### src/hdl/cel_regs.vh
// Purpose: Constants for the calibration loader: offsets, fields, resets, geometry, temperatures
// Assumes: APB byte addresses, 32-bit data, one aligned word per register
// Notes: Definitions only
`ifndef CEL_REGS_VH
`define CEL_REGS_VH

// Register byte offsets
`define CEL_CTRL_OFF 12'h000
`define CEL_STAT_OFF 12'h004
`define CEL_SHADOW_BASE 12'h040
`define CEL_SHADOW_LAST 12'h05C

// Control register fields
`define CEL_CTRL_ADDR_LSB 0
`define CEL_CTRL_WBYTE_LSB 8
`define CEL_CTRL_DIR_BIT 16
`define CEL_CTRL_RDATA_LSB 24
`define CEL_DIR_WRITE 1'b0
`define CEL_DIR_READ 1'b1

// Status register fields
`define CEL_STAT_DONE_BIT 0
`define CEL_STAT_BUSY_BIT 1
`define CEL_STAT_RECOG_BIT 2
`define CEL_STAT_ECC_FIX_BIT 3
`define CEL_STAT_ECC_BAD_BIT 4

// Reset values
`define CEL_CTRL_RESET 8'h00
`define CEL_RDATA_RESET 8'h00
`define CEL_WORD_RESET 16'h0000

// Shadow memory and nonvolatile store geometry
`define CEL_WORDS 8
`define CEL_LAST_WORD 3'h7
`define CEL_LAST_BYTE 5'h10
`define CEL_KEY_ADDR 8'h00
`define CEL_KEY_VALUE 8'hCB

// Die temperatures for the gain model, degrees C, then its cold scale and shift amounts
`define CEL_T_COLD (-8'sd40)
`define CEL_T_ROOM 9'sd25
`define CEL_T_HOT 8'sd89
`define CEL_COLD_SCALE 8'sd63
`define CEL_COLD_SHIFT 12
`define CEL_HOT_SHIFT 6

`endif

### src/hdl/cel_loader.v
// Purpose: Calibration loader: fuse fill with ECC, EEPROM reload, software byte access
// Assumes: APB slave with no wait states; fuse array read combinationally;
//    EEPROM reached by a request/acknowledge byte port
// Notes: Shadow words are readable over APB at any time and writable only while the loader is idle
`timescale 1ns/1ps
`include "cel_regs.vh"
module cel_loader
(
   // APB clock and reset
   input wire pclk,
   input wire presetn,
   // APB slave
   input wire [11:0] paddr,
   input wire psel,
   input wire penable,
   input wire pwrite,
   input wire [31:0] pwdata,
   input wire [3:0] pstrb,
   output wire pready,
   output reg [31:0] prdata,
   output reg pslverr,
   // Fuse array
   output wire [2:0] fuse_addr,
   input wire [15:0] fuse_data,
   input wire [4:0] fuse_check,
   // EEPROM byte port
   input wire nvm_present,
   output reg nvm_req_q,
   output reg nvm_we_q,
   output reg [7:0] nvm_addr_q,
   output reg [7:0] nvm_wdata_q,
   input wire nvm_ack,
   input wire [7:0] nvm_rdata,
   // Die temperature
   input wire [7:0] die_temp,
   // Calibration outputs
   output reg cal_valid_q,
   output wire [15:0] first_cell_gain,
   output wire [15:0] third_cell_gain,
   output wire [9:0] odd_cell_room_gain_delta,
   output wire [3:0] first_pair_room_delta,
   output wire [1:0] second_pair_room_delta,
   output wire [6:0] odd_cell_cold_gain_delta,
   output wire [6:0] odd_cell_hot_gain_delta,
   output reg [15:0] diag_reference_gain_q
);

   // Loader states
   localparam ST_FUSE = 5'b00001;
   localparam ST_KEY = 5'b00010;
   localparam ST_LOAD = 5'b00100;
   localparam ST_IDLE = 5'b01000;
   localparam ST_CMD = 5'b10000;

   reg [4:0] state_q;
   reg [4:0] state_d;
   reg [2:0] word_q;
   reg [4:0] byte_q;
   reg [7:0] hi_byte_q;
   reg [15:0] shadow_q [0:`CEL_WORDS-1];
   reg [7:0] ctrl_addr_q;
   reg [7:0] nvm_write_byte_field_q;
   reg ctrl_dir_q;
   reg [7:0] rd_data_q;
   reg recog_q;
   reg ecc_fix_q;
   reg ecc_bad_q;
   reg sh_we;
   reg [2:0] sh_idx;
   reg [15:0] sh_val;
   wire [15:0] fuse_fixed;
   wire fuse_corrected;
   wire fuse_bad;
   integer k;

   // Shadow window index from a byte address
   function [2:0] cel_word_index;
      input [11:0] addr;
      begin
         cel_word_index = addr[4:2];
      end
   endfunction

   // Address inside the shadow window
   function cel_in_shadow;
      input [11:0] addr;
      begin
         cel_in_shadow = (addr >= `CEL_SHADOW_BASE) && (addr <= `CEL_SHADOW_LAST)
            && (addr[1:0] == 2'b00);
      end
   endfunction

   // APB decode; the slave never inserts wait states
   wire apb_setup = psel & ~penable;
   wire apb_access = psel & penable;
   wire hit_ctrl = (paddr == `CEL_CTRL_OFF);
   wire hit_stat = (paddr == `CEL_STAT_OFF);
   wire hit_shadow = cel_in_shadow(paddr);
   wire apb_wr = apb_access & pwrite;
   wire busy = ~state_q[3];
   assign pready = 1'b1;

   // Read data and error are registered in the setup cycle
   always @(posedge pclk or negedge presetn)
   begin
      if (!presetn)
      begin
         prdata <= 32'h00000000;
         pslverr <= 1'b0;
      end
      else if (apb_setup)
      begin
         pslverr <= ~(hit_ctrl | hit_stat | hit_shadow);
         if (pwrite)
            prdata <= 32'h00000000;
         else if (hit_ctrl)
            prdata <= {rd_data_q, 7'h00, ctrl_dir_q, nvm_write_byte_field_q,
               ctrl_addr_q};
         else if (hit_stat)
            prdata <= {27'h0000000, ecc_bad_q, ecc_fix_q, recog_q, busy, cal_valid_q};
         else if (hit_shadow)
            prdata <= {16'h0000, shadow_q[cel_word_index(paddr)]};
         else
            prdata <= 32'h00000000;
      end
   end

   // Control register: taken only while the loader is idle
   wire ctrl_take = apb_wr & hit_ctrl & state_q[3];
   always @(posedge pclk or negedge presetn)
   begin
      if (!presetn)
      begin
         ctrl_addr_q <= `CEL_CTRL_RESET;
         nvm_write_byte_field_q <= `CEL_RDATA_RESET;
         ctrl_dir_q <= `CEL_DIR_WRITE;
      end
      else if (ctrl_take)
      begin
         if (pstrb[0])
            ctrl_addr_q <= pwdata[`CEL_CTRL_ADDR_LSB+7:`CEL_CTRL_ADDR_LSB];
         if (pstrb[1])
            nvm_write_byte_field_q <= pwdata[`CEL_CTRL_WBYTE_LSB+7:`CEL_CTRL_WBYTE_LSB];
         if (pstrb[2])
            ctrl_dir_q <= pwdata[`CEL_CTRL_DIR_BIT];
      end
   end

   // ECC on the fuse path
   assign fuse_addr = word_q;
   cel_ecc u_ecc
   (
      .raw_data(fuse_data),
      .raw_check(fuse_check),
      .fixed_data(fuse_fixed),
      .corrected(fuse_corrected),
      .uncorrectable(fuse_bad)
   );

   // Next state of the loader
   wire load_last = (byte_q == `CEL_LAST_BYTE);
   always @*
   begin
      state_d = state_q;
      case (state_q)
         ST_FUSE:
            if (word_q == `CEL_LAST_WORD)
               state_d = ST_KEY;
         ST_KEY:
            if (!nvm_present)
               state_d = ST_IDLE;
            else if (nvm_req_q && nvm_ack)
               state_d = (nvm_rdata == `CEL_KEY_VALUE) ? ST_LOAD : ST_IDLE;
         ST_LOAD:
            if (nvm_req_q && nvm_ack && load_last)
               state_d = ST_IDLE;
         ST_IDLE:
            if (ctrl_take && pstrb[2])
               state_d = ST_CMD;
         ST_CMD:
            if (nvm_req_q && nvm_ack)
               state_d = ST_IDLE;
         default:
            state_d = ST_FUSE;
      endcase
   end

   // Loader sequencing and EEPROM requests
   always @(posedge pclk or negedge presetn)
   begin
      if (!presetn)
      begin
         state_q <= ST_FUSE;
         word_q <= 3'h0;
         byte_q <= 5'h01;
         hi_byte_q <= 8'h00;
         nvm_req_q <= 1'b0;
         nvm_we_q <= 1'b0;
         nvm_addr_q <= 8'h00;
         nvm_wdata_q <= 8'h00;
         rd_data_q <= `CEL_RDATA_RESET;
         recog_q <= 1'b0;
         cal_valid_q <= 1'b0;
      end
      else
      begin
         state_q <= state_d;
         case (state_q)
            ST_FUSE:
               word_q <= word_q + 3'h1;
            ST_KEY:
               if (!nvm_present)
                  nvm_req_q <= 1'b0;
               else if (!nvm_req_q)
               begin
                  nvm_req_q <= 1'b1;
                  nvm_we_q <= 1'b0;
                  nvm_addr_q <= `CEL_KEY_ADDR;
               end
               else if (nvm_ack)
               begin
                  nvm_req_q <= 1'b0;
                  recog_q <= (nvm_rdata == `CEL_KEY_VALUE);
               end
            ST_LOAD:
               if (!nvm_req_q)
               begin
                  nvm_req_q <= 1'b1;
                  nvm_we_q <= 1'b0;
                  nvm_addr_q <= {3'b000, byte_q};
               end
               else if (nvm_ack)
               begin
                  nvm_req_q <= 1'b0;
                  byte_q <= byte_q + 5'h01;
                  if (byte_q[0])
                     hi_byte_q <= nvm_rdata;
               end
            ST_IDLE:
            begin
               cal_valid_q <= 1'b1;
               if (ctrl_take && pstrb[2])
               begin
                  nvm_req_q <= 1'b1;
                  nvm_we_q <= ~pwdata[`CEL_CTRL_DIR_BIT];
                  nvm_addr_q <= pstrb[0] ? pwdata[7:0] : ctrl_addr_q;
                  nvm_wdata_q <= pstrb[1] ? pwdata[15:8] : nvm_write_byte_field_q;
               end
            end
            ST_CMD:
               if (nvm_ack)
               begin
                  nvm_req_q <= 1'b0;
                  nvm_we_q <= 1'b0;
                  if (!nvm_we_q)
                     rd_data_q <= nvm_rdata;
               end
            default:
               nvm_req_q <= 1'b0;
         endcase
      end
   end

   // One write source for the shadow memory at a time
   always @*
   begin
      sh_we = 1'b0;
      sh_idx = 3'h0;
      sh_val = `CEL_WORD_RESET;
      if (state_q[0])
      begin
         sh_we = 1'b1;
         sh_idx = word_q;
         sh_val = fuse_fixed;
      end
      else if (state_q[2] && nvm_req_q && nvm_ack && !byte_q[0])
      begin
         sh_we = 1'b1;
         sh_idx = byte_q[3:1] - 3'h1;
         sh_val = {hi_byte_q, nvm_rdata};
      end
      else if (apb_wr && hit_shadow && !busy)
      begin
         sh_we = 1'b1;
         sh_idx = cel_word_index(paddr);
         sh_val = shadow_q[cel_word_index(paddr)];
         if (pstrb[0])
            sh_val[7:0] = pwdata[7:0];
         if (pstrb[1])
            sh_val[15:8] = pwdata[15:8];
      end
   end

   // Shadow memory words
   always @(posedge pclk or negedge presetn)
   begin
      if (!presetn)
      begin
         for (k = 0; k < `CEL_WORDS; k = k + 1)
            shadow_q[k] <= `CEL_WORD_RESET;
      end
      else if (sh_we)
         shadow_q[sh_idx] <= sh_val;
   end

   // Sticky ECC flags; a fresh event beats a write-one clear
   wire stat_clr = apb_wr & hit_stat & pstrb[0];
   always @(posedge pclk or negedge presetn)
   begin
      if (!presetn)
      begin
         ecc_fix_q <= 1'b0;
         ecc_bad_q <= 1'b0;
      end
      else
      begin
         if (state_q[0] && fuse_corrected)
            ecc_fix_q <= 1'b1;
         else if (stat_clr && pwdata[`CEL_STAT_ECC_FIX_BIT])
            ecc_fix_q <= 1'b0;
         if (state_q[0] && fuse_bad)
            ecc_bad_q <= 1'b1;
         else if (stat_clr && pwdata[`CEL_STAT_ECC_BAD_BIT])
            ecc_bad_q <= 1'b0;
      end
   end

   // Field layout of the shadow words
   assign odd_cell_room_gain_delta = shadow_q[0][9:0];
   assign first_pair_room_delta = shadow_q[0][13:10];
   assign odd_cell_cold_gain_delta = shadow_q[1][6:0];
   assign odd_cell_hot_gain_delta = shadow_q[1][13:7];
   wire [7:0] diag_reference_gain_delta = shadow_q[2][7:0];
   wire [9:0] third_room = shadow_q[3][9:0];
   assign second_pair_room_delta = shadow_q[3][11:10];
   wire [6:0] third_cold = {shadow_q[4][5], shadow_q[4][5:0]};
   wire [6:0] third_hot = {shadow_q[4][11], shadow_q[4][11:6]};

   // Temperature-compensated gains of cells one and three
   cel_gain u_gain_first
   (
      .pclk(pclk),
      .presetn(presetn),
      .room_delta(odd_cell_room_gain_delta),
      .cold_delta(odd_cell_cold_gain_delta),
      .hot_delta(odd_cell_hot_gain_delta),
      .die_temp(die_temp),
      .gain_q(first_cell_gain)
   );

   cel_gain u_gain_third
   (
      .pclk(pclk),
      .presetn(presetn),
      .room_delta(third_room),
      .cold_delta(third_cold),
      .hot_delta(third_hot),
      .die_temp(die_temp),
      .gain_q(third_cell_gain)
   );

   // Diagnostic reference: double step, added to the first cell gain
   wire [15:0] diag_ext = {{7{diag_reference_gain_delta[7]}}, diag_reference_gain_delta, 1'b0};
   always @(posedge pclk or negedge presetn)
   begin
      if (!presetn)
         diag_reference_gain_q <= `CEL_WORD_RESET;
      else
         diag_reference_gain_q <= first_cell_gain + diag_ext;
   end

endmodule // cel_loader

### src/hdl/cel_ecc.v
// Purpose: Single-error-correcting check on one 16-bit calibration word
// Assumes: Five check bits, each data bit owns a distinct code of weight two or more
// Notes: Purely combinational; the caller registers the result
`timescale 1ns/1ps
module cel_ecc
(
   // Stored word
   input wire [15:0] raw_data,
   input wire [4:0] raw_check,
   // Checked word
   output reg [15:0] fixed_data,
   output reg corrected,
   output reg uncorrectable
);

   // Syndrome code owned by each data bit
   function [4:0] cel_bit_code;
      input [3:0] idx;
      begin
         case (idx)
            4'h0: cel_bit_code = 5'h03;
            4'h1: cel_bit_code = 5'h05;
            4'h2: cel_bit_code = 5'h06;
            4'h3: cel_bit_code = 5'h07;
            4'h4: cel_bit_code = 5'h09;
            4'h5: cel_bit_code = 5'h0A;
            4'h6: cel_bit_code = 5'h0B;
            4'h7: cel_bit_code = 5'h0C;
            4'h8: cel_bit_code = 5'h0D;
            4'h9: cel_bit_code = 5'h0E;
            4'hA: cel_bit_code = 5'h0F;
            4'hB: cel_bit_code = 5'h11;
            4'hC: cel_bit_code = 5'h12;
            4'hD: cel_bit_code = 5'h13;
            4'hE: cel_bit_code = 5'h14;
            default: cel_bit_code = 5'h15;
         endcase
      end
   endfunction

   // Syndrome, then flip the single bit it names
   reg [4:0] syndrome;
   reg hit;
   integer i;
   always @*
   begin
      syndrome = raw_check;
      hit = 1'b0;
      fixed_data = raw_data;
      for (i = 0; i < 16; i = i + 1)
         if (raw_data[i])
            syndrome = syndrome ^ cel_bit_code(i[3:0]);
      for (i = 0; i < 16; i = i + 1)
         if (syndrome == cel_bit_code(i[3:0]))
         begin
            fixed_data[i] = ~raw_data[i];
            hit = 1'b1;
         end
      corrected = hit | (syndrome != 5'h00 && (syndrome & (syndrome - 5'h01)) == 5'h00);
      uncorrectable = (syndrome != 5'h00) & ~corrected;
   end

endmodule // cel_ecc

### src/hdl/cel_gain.v
// Purpose: Temperature-compensated gain delta of one odd cell
// Assumes: Die temperature in signed degrees C; deltas in 0.01221 % steps
// Notes: Cold span 65 C approximated by 63/4096, hot span 64 C is a shift
`timescale 1ns/1ps
`include "cel_regs.vh"
module cel_gain
(
   // Clock and reset
   input wire pclk,
   input wire presetn,
   // Scalars from shadow memory and die temperature
   input wire [9:0] room_delta,
   input wire [6:0] cold_delta,
   input wire [6:0] hot_delta,
   input wire [7:0] die_temp,
   // Gain delta at present temperature
   output reg [15:0] gain_q
);

   // Clamp temperature to the characterised span
   reg signed [7:0] temp_c;
   always @*
   begin
      if ($signed(die_temp) < `CEL_T_COLD)
         temp_c = `CEL_T_COLD;
      else if ($signed(die_temp) > `CEL_T_HOT)
         temp_c = `CEL_T_HOT;
      else
         temp_c = $signed(die_temp);
   end

   // Interpolate between room and cold or hot scalars
   wire signed [8:0] below_room = `CEL_T_ROOM - temp_c;
   wire signed [8:0] above_room = temp_c - `CEL_T_ROOM;
   wire signed [24:0] cold_prod = $signed(cold_delta) * below_room * `CEL_COLD_SCALE;
   wire signed [16:0] hot_prod = $signed(hot_delta) * above_room;
   wire [15:0] cold_part = {{3{cold_prod[24]}}, cold_prod[24:`CEL_COLD_SHIFT]};
   wire [15:0] hot_part = {{5{hot_prod[16]}}, hot_prod[16:`CEL_HOT_SHIFT]};
   wire [15:0] room_ext = {{6{room_delta[9]}}, room_delta};
   wire [15:0] gain_d = room_ext + (below_room > 9'sd0 ? cold_part : hot_part);

   always @(posedge pclk or negedge presetn)
   begin
      if (!presetn)
         gain_q <= `CEL_WORD_RESET;
      else
         gain_q <= gain_d;
   end

endmodule // cel_gain

### config.mk
export PLATFORM = sky130hd
export DESIGN_NAME = cel_loader
export DESIGN_NICKNAME = d
export VERILOG_FILES = /design/src/hdl/cel_loader.v /design/src/hdl/cel_ecc.v /design/src/hdl/cel_gain.v
export VERILOG_INCLUDE_DIRS = /design/src /design/src/hdl
export SDC_FILE = /design/constraint.sdc
export NUM_CORES = 1
export LEC_CHECK = 0
export BUFFER_PORTS_ARGS = -buffer_cell sky130_fd_sc_hd__buf_2
export CORE_MARGIN = 4
export CORE_UTILIZATION = 40
export CTS_CLUSTER_DIAMETER = 60
export DETAILED_ROUTE_END_ITERATION = 12
export SETUP_SLACK_MARGIN = 0.2
export SLEW_MARGIN = 10
export SYNTH_ARGS = -nofsm -noshare
export SYNTH_HDL_FRONTEND = slang
export SYNTH_SLANG_ARGS = --single-unit
### constraint.sdc
create_clock -name pclk -period 10.3 [get_ports pclk]
set_input_delay 1.03 -clock pclk [delete_from_list [all_inputs] [get_ports pclk]]
set_output_delay 1.03 -clock pclk [all_outputs]
set_load 0.005 [all_outputs]
==> flow_metrics.tcl, run 1 <==
set metrics [dict create \
    mappedNetlistArea_mm2 0.0280 \
    grt_max_degree 154 \
    clock_sinks 270 \
    first_pass_iters 5 \
    synth_top_area_share_pct 24.0 \
    setup_slack_ns -0.396 \
    hold_viol 0 \
    wire_per_inst_um 18.4 \
    clk_pin_slew_ns 0.05 \
    grt_pass1_wl_mm 120 \
    cts_root_buf "clkbuf_16" \
    cp_data_arrival_time_ns 11.13 \
    final_antenna_net_count 0 \
    max_slew_margin_pct 23.0 \
    drc_errors 0 \
    critPathRequiredTime_ns 10.73 \
    hold_class "flip-flop to flip-flop" \
    n_antenna_cell 0 \
    finalSetupViolCount 17 \
    die_y_um 272 \
    io_pins 226 \
    crit_buf_inv 11 \
    syn_to_final_growth_pct 22.7 \
    drv_cap 0 \
    die_area_mm2 0.0742 \
    path_max_fanout 6 \
    synth-main-ff-cell "dfrtp_1" \
    postRouteWirelength_mm 75.9 \
    slowest_delay_ns 0.54 \
    yosys_warnings 0 \
    drtIter0Drc 1090 \
    async_flop_share_pct 100 \
    violations "setup timing" \
    worst_setup_path_end_kind "flip-flop" \
    worstMarginPinSlew_ns 1.16 \
    rows 96 \
    post_route_cells_drive_above_1_share_pct 32.3 \
    cts_hold_buf 0 \
    ys_seq_area_share_pct 24.2 \
    antenna_found_initial 2 \
    fp.dieW_um 272 \
    synth.avg_cell_area_um2 10.3 \
    vias 21300 \
    grt.total_usage_pct 20.1 \
    htreeDepth 2 \
    synth_seq_cells 270 \
    io_buffer_count 201 \
    gp_congestion 0.867 \
    via_per_inst 5.16 \
    tritoncts "yes" \
    grt_pass1_vias 22600 \
    nets 3780 \
    slowest_stage "fa_1" \
    core_mm2 0.0689 \
    fin_crit_sh_pct 104 \
    insertion_delay_ns 0.56 \
    synthCells 2718 \
    synth_edf_count 0 \
    path_common_cell "fa_1" \
    synth_top_area_cell "dfrtp_1" \
    crit_type "input pin to flip-flop" \
    slew_viol_final 0 \
    start_util_pct 40.6 \
    synth_cell_types 89 \
    grt-ovfl-total 0 \
    hpwl_mm 59.8 \
    cts_buffers 36 \
    crit_family "adder cells" \
    outcome "complete, but fails checks" \
    rsz0062_at_grt "yes" \
    post_synth_main_area_contributors "dfrtp_1 24%, fa_1 20%, ha_1 11%" \
    fin_crit_ns 10.70 \
    fin_worst_skew_ns 0.0398 \
    startpoint_type "input pin" \
    cts_buffer_depth 3 \
    fmax_mhz 93.5 \
    final_core_util_pct 49.8 \
]
==> cell type report <==
cell class,instances,area (um^2)
tap,931,1160
multi-input combinational,1958,20100
timing repair buffer,541,3710
clock buffer,49,1000
inverter,357,1340
sequential,270,6760
fill,6230,34600
clock inverter,17,229
==> per-stage QoR <==
step	hold slack (ns)	TNS (ns)	instance area [um^2]	setup slack (ns)	instances
CTS	0.426	-1.93	33800	-0.256	4101
detailed placement	0.418	-20.54	31800	-1.12	3976
finish	0.418	-4.54	34300	-0.396	4123
floorplan	0.376	-8.04	28400	-0.754	2724
global placement	0.431	-16.72	31800	-1.01	3976
global route	0.432	-11.68	34300	-0.731	4123
==> cells in the mapped netlist (all sizes together) (11+ instances only) <==
cell type and n:
nand2b 33, a22oi 12, mux4 32, inv 357, xor2 59, and3 44, a21oi 118, and2 85
nor2b 28, a22o 16, o21a 11, mux2i 25, clkbuf 71, xnor2 130, buf 68, o211ai 11
a221oi 21, nand3 35, nand2 220, nor2 89, o21ai 97, ha 243, nor3 28, fa 281
mux2 189, a21o 23, dfrtp 268
==> cell families after synthesis <==
logic type                 after synthesis  share of synthesized area (%)
and+or+nand+nor                        600                           10.8
adders and majority gates              526                           31.1
AOI/OAI and AO/OA                      388                           9.27
other                                    2                         0.0269
xor gates and xnor gates               190                           6.16
muxes                                  246                           11.1
buffers and inverters                  496                           7.38
DFF                                    270                           24.2
==> cells in the final DEF (no fill, tap or decap), types with 9 or more instances in the layout <==
cell and count:
nand4_1 9, a21o_1 22, buf_2 198, xnor2_1 107, nand2_2 10, a21oi_1 65
ha_4 16, a22o_1 16, fa_1 275, o21ai_1 9, mux2_2 183, nor2_1 80
inv_1 339, o21ai_0 76, mux2i_1 25, nor2b_1 28, inv_2 18, nor3_1 25
buf_4 314, a22oi_1 12, buf_6 24, a221oi_1 20, ha_1 223, mux4_2 32
dfrtp_1 268, a21oi_2 48, clkbuf_16 36, o211ai_1 10, xnor2_2 21, and2_1 81
nand2b_1 32, o21a_1 10, nand3_1 27, and3_1 43, nand2_1 209, xor2_1 51
o21ai_2 11
==> path summary, 6_finish.rpt <==
path | start | end | slack (ns) | depth (start not counted)
max | die_temp[1] | u_gain_third.gain_q[8] | -0.40 | 47
min | u_gain_first.gain_q[0] | diag_reference_gain_q[0] | 0.42 | 0
max reg2reg | shadow_q[52] | u_gain_third.gain_q[8] | 0.74 | 37
min reg2reg | u_gain_first.gain_q[0] | diag_reference_gain_q[0] | 0.42 | 0
max in group asynchronous | presetn | u_gain_third.gain_q[1] | 8.29 | 2
min in group asynchronous | presetn | diag_reference_gain_q[8] | 0.59 | 1
==> routing by layer <==
| metal | GRT usage, % | wire length [um] | vias up |
|---|---|---|---|
| met5 | 0 | 0 | - |
| met4 | 6.36 | 2380 | 0 |
| met3 | 3.59 | 4370 | 126 |
| met2 | 34.7 | 37200 | 518 |
| met1 | 25.7 | 31900 | 10700 |
| li1 | - | - | 9962 |
==> flip-flops by register name, summed over array words and instances (netlist names), 7 cells and up <==
signal                    cells
shadow_q                     90
nvm_write_byte_field_q        8
diag_reference_gain_q        16
hi_byte_q                     8
diag_ext                      8
nvm_addr_q                    8
u_gain_first.gain_q          16
rd_data_q                     8
ctrl_addr_q                   8
odd_cell_hot_gain_delta       7
prdata                       25
odd_cell_cold_gain_delta      7
u_gain_third.gain_q          16
odd_cell_room_gain_delta     10
nvm_wdata_q                   8
==> repair_timing <==
item	4_1_cts	5_1_grt
gates resized for setup	80	66
setup buffers	59	22
hold endpoints to repair	0	0
pin swaps	112	76
endpoints found under the setup margin	23	28
Power of run 1 is left out: the tool's default activity adds up to more than one toggle a clock period on the data nets, which glitch-free logic cannot reach.
==> run 2, diff against run 1 <==
Settings changed: SETUP_SLACK_MARGIN 0.2 to 0.1.
==> run 2 against run 1 <==
  * The run still ends with setup timing left
  * Die area unchanged
  * Wire length down 1.1%
  * Critical path depth unchanged
  * Flip-flop and latch count unchanged
  * Maximum frequency up 0.74%
  * Sequential share of layout area up 0.14 points
  * Global-route usage about the same
  * Non-clock buffer count down 32
  * Utilization down 0.34 points
  * Cell area down 0.69%
  * Final cell count down 0.80%
==> flow_metrics.tcl, run 2 (same netlist as run 1, synthesis figures left out) <==
set metrics [dict create \
    hold_viol 0 \
    slowest_delay_ns 0.60 \
    final_common_cell "inv_1" \
    postRouteWirelength_mm 75.1 \
    vias 21100 \
    io_pins 226 \
    grt-ovfl-total 0 \
    hold_class "flip-flop to flip-flop" \
    via_per_inst 5.17 \
    reg_top3 "shadow_q x90, prdata x25" \
    drtIter0Drc 1115 \
    htreeDepth 2 \
    fin_worst_skew_ns 0.0343 \
    max_slew_margin_pct 28.3 \
    clock_sinks 270 \
    drc_errors 0 \
    slowest_stage "fa_2" \
    rsz0062_at_grt "yes" \
    cts_root_buf "clkbuf_16" \
    startpoint "die_temp[2]" \
    violations "setup timing" \
    syn_to_final_growth_pct 21.8 \
    die_area_mm2 0.0742 \
    hpwl_mm 60.3 \
    first_pass_iters 5 \
    start_util_pct 40.6 \
    largest_reg_flops 90 \
    setup_slack_ns -0.317 \
    finalSetupViolCount 17 \
    tritoncts "yes" \
    grt_max_degree 161 \
    outcome "complete, but fails checks" \
    largest-register "shadow_q" \
    cp_data_arrival_time_ns 11.07 \
    holdCritStartpoint "u_gain_first.gain_q[0]" \
    cts_buffer_depth 3 \
    wire_per_inst_um 18.4 \
    fmax_mhz 94.2 \
    startpoint_type "input pin" \
    nets 3748 \
    grt_pass1_wl_mm 121 \
    gp_congestion 0.865 \
    worstMarginPinSlew_ns 1.07 \
    cts_buffers 36 \
    core_mm2 0.0689 \
    slew_viol_final 0 \
    critPathRequiredTime_ns 10.75 \
    place_ws_ns -1.19 \
    die_y_um 272 \
    io_buffer_count 201 \
    grt.total_usage_pct 20.1 \
    fp.dieW_um 272 \
    antenna_found_initial 1 \
    regToRegStartpoint "shadow_q[48]" \
    insertion_delay_ns 0.56 \
    layout_common_cells "340 x inv_1, 291 x buf_4, 270 x fa_1, 268 x dfrtp_1, 220 x ha_1" \
    fin_crit_sh_pct 103 \
    clk_pin_slew_ns 0.05 \
    path_common_cell "fa_1" \
    fin_crit_ns 10.62 \
    worst_setup_path_end_kind "flip-flop" \
    post_route_cells_drive_above_1_share_pct 31.7 \
    drv_cap 0 \
    final_antenna_net_count 0 \
    crit_type "input pin to flip-flop" \
    grt_pass1_vias 22700 \
    path_max_fanout 6 \
    rows 96 \
]
==> run 2: metal layers <==
layer	part of all wire [%]	global-route usage, %
met3	5.4	3.66
met5	0	0
met4	2.4	5.76
met1	43	25.9
met2	49	34.7
==> run 2: cell type report <==
cell class	instances	area (um^2)
diodes	1	2.50
clock buffers	48	1020
clock inverters	16	230
fillers	6305	34900
inverters	357	1340
multi-input cells	1958	20100
flip-flops and latches	270	6760
well taps	931	1160
repair buffers	509	3430
==> run 2: final timing paths <==
check	end	slack (ns)	cells after the start
max	u_gain_third.gain_q[12]	-0.32	47
min	diag_reference_gain_q[0]	0.45	0
max reg2reg	u_gain_third.gain_q[12]	0.73	38
min reg2reg	diag_reference_gain_q[0]	0.45	0
max in group asynchronous	u_gain_third.gain_q[10]	8.34	2
min in group asynchronous	diag_reference_gain_q[9]	0.53	1
==> run 2: per-stage QoR <==
stage / utilization, % / setup TNS [ns] / hold slack, ns / area (um^2) / instances
after floorplan: - / -8.04 / 0.376 / 28400 / 2724
after global placement: 46.1 / -16.92 / 0.427 / 31800 / 3981
after detailed placement: 46.1 / -21.03 / 0.432 / 31800 / 3981
after CTS: 48.8 / -1.54 / 0.443 / 33700 / 4073
after global routing: 49.4 / -10.89 / 0.454 / 34100 / 4089
final: 49.4 / -2.38 / 0.453 / 34100 / 4090
==> run 2: what timing repair did <==
| action | CTS | global route |
|---|---|---|
| gates resized for setup | 92 | 57 |
| hold buffers | 0 | 0 |
| pin swaps | 108 | 69 |
| setup endpoints to repair | 22 | 25 |
| setup buffers | 30 | 16 |
==> run 2: critical path: cells and delay by family <==
family	cells	cell delay, ns
multiplexers	1	0.27
AND/OR/NAND/NOR	9	1.23
adder cells (fa/ha/maj)	12	5.12
buffers and inverters	7	0.42
AO/OA/AOI/OAI	15	2.61
XOR/XNOR	3	0.41
Power of run 2 is left out for the same reason.
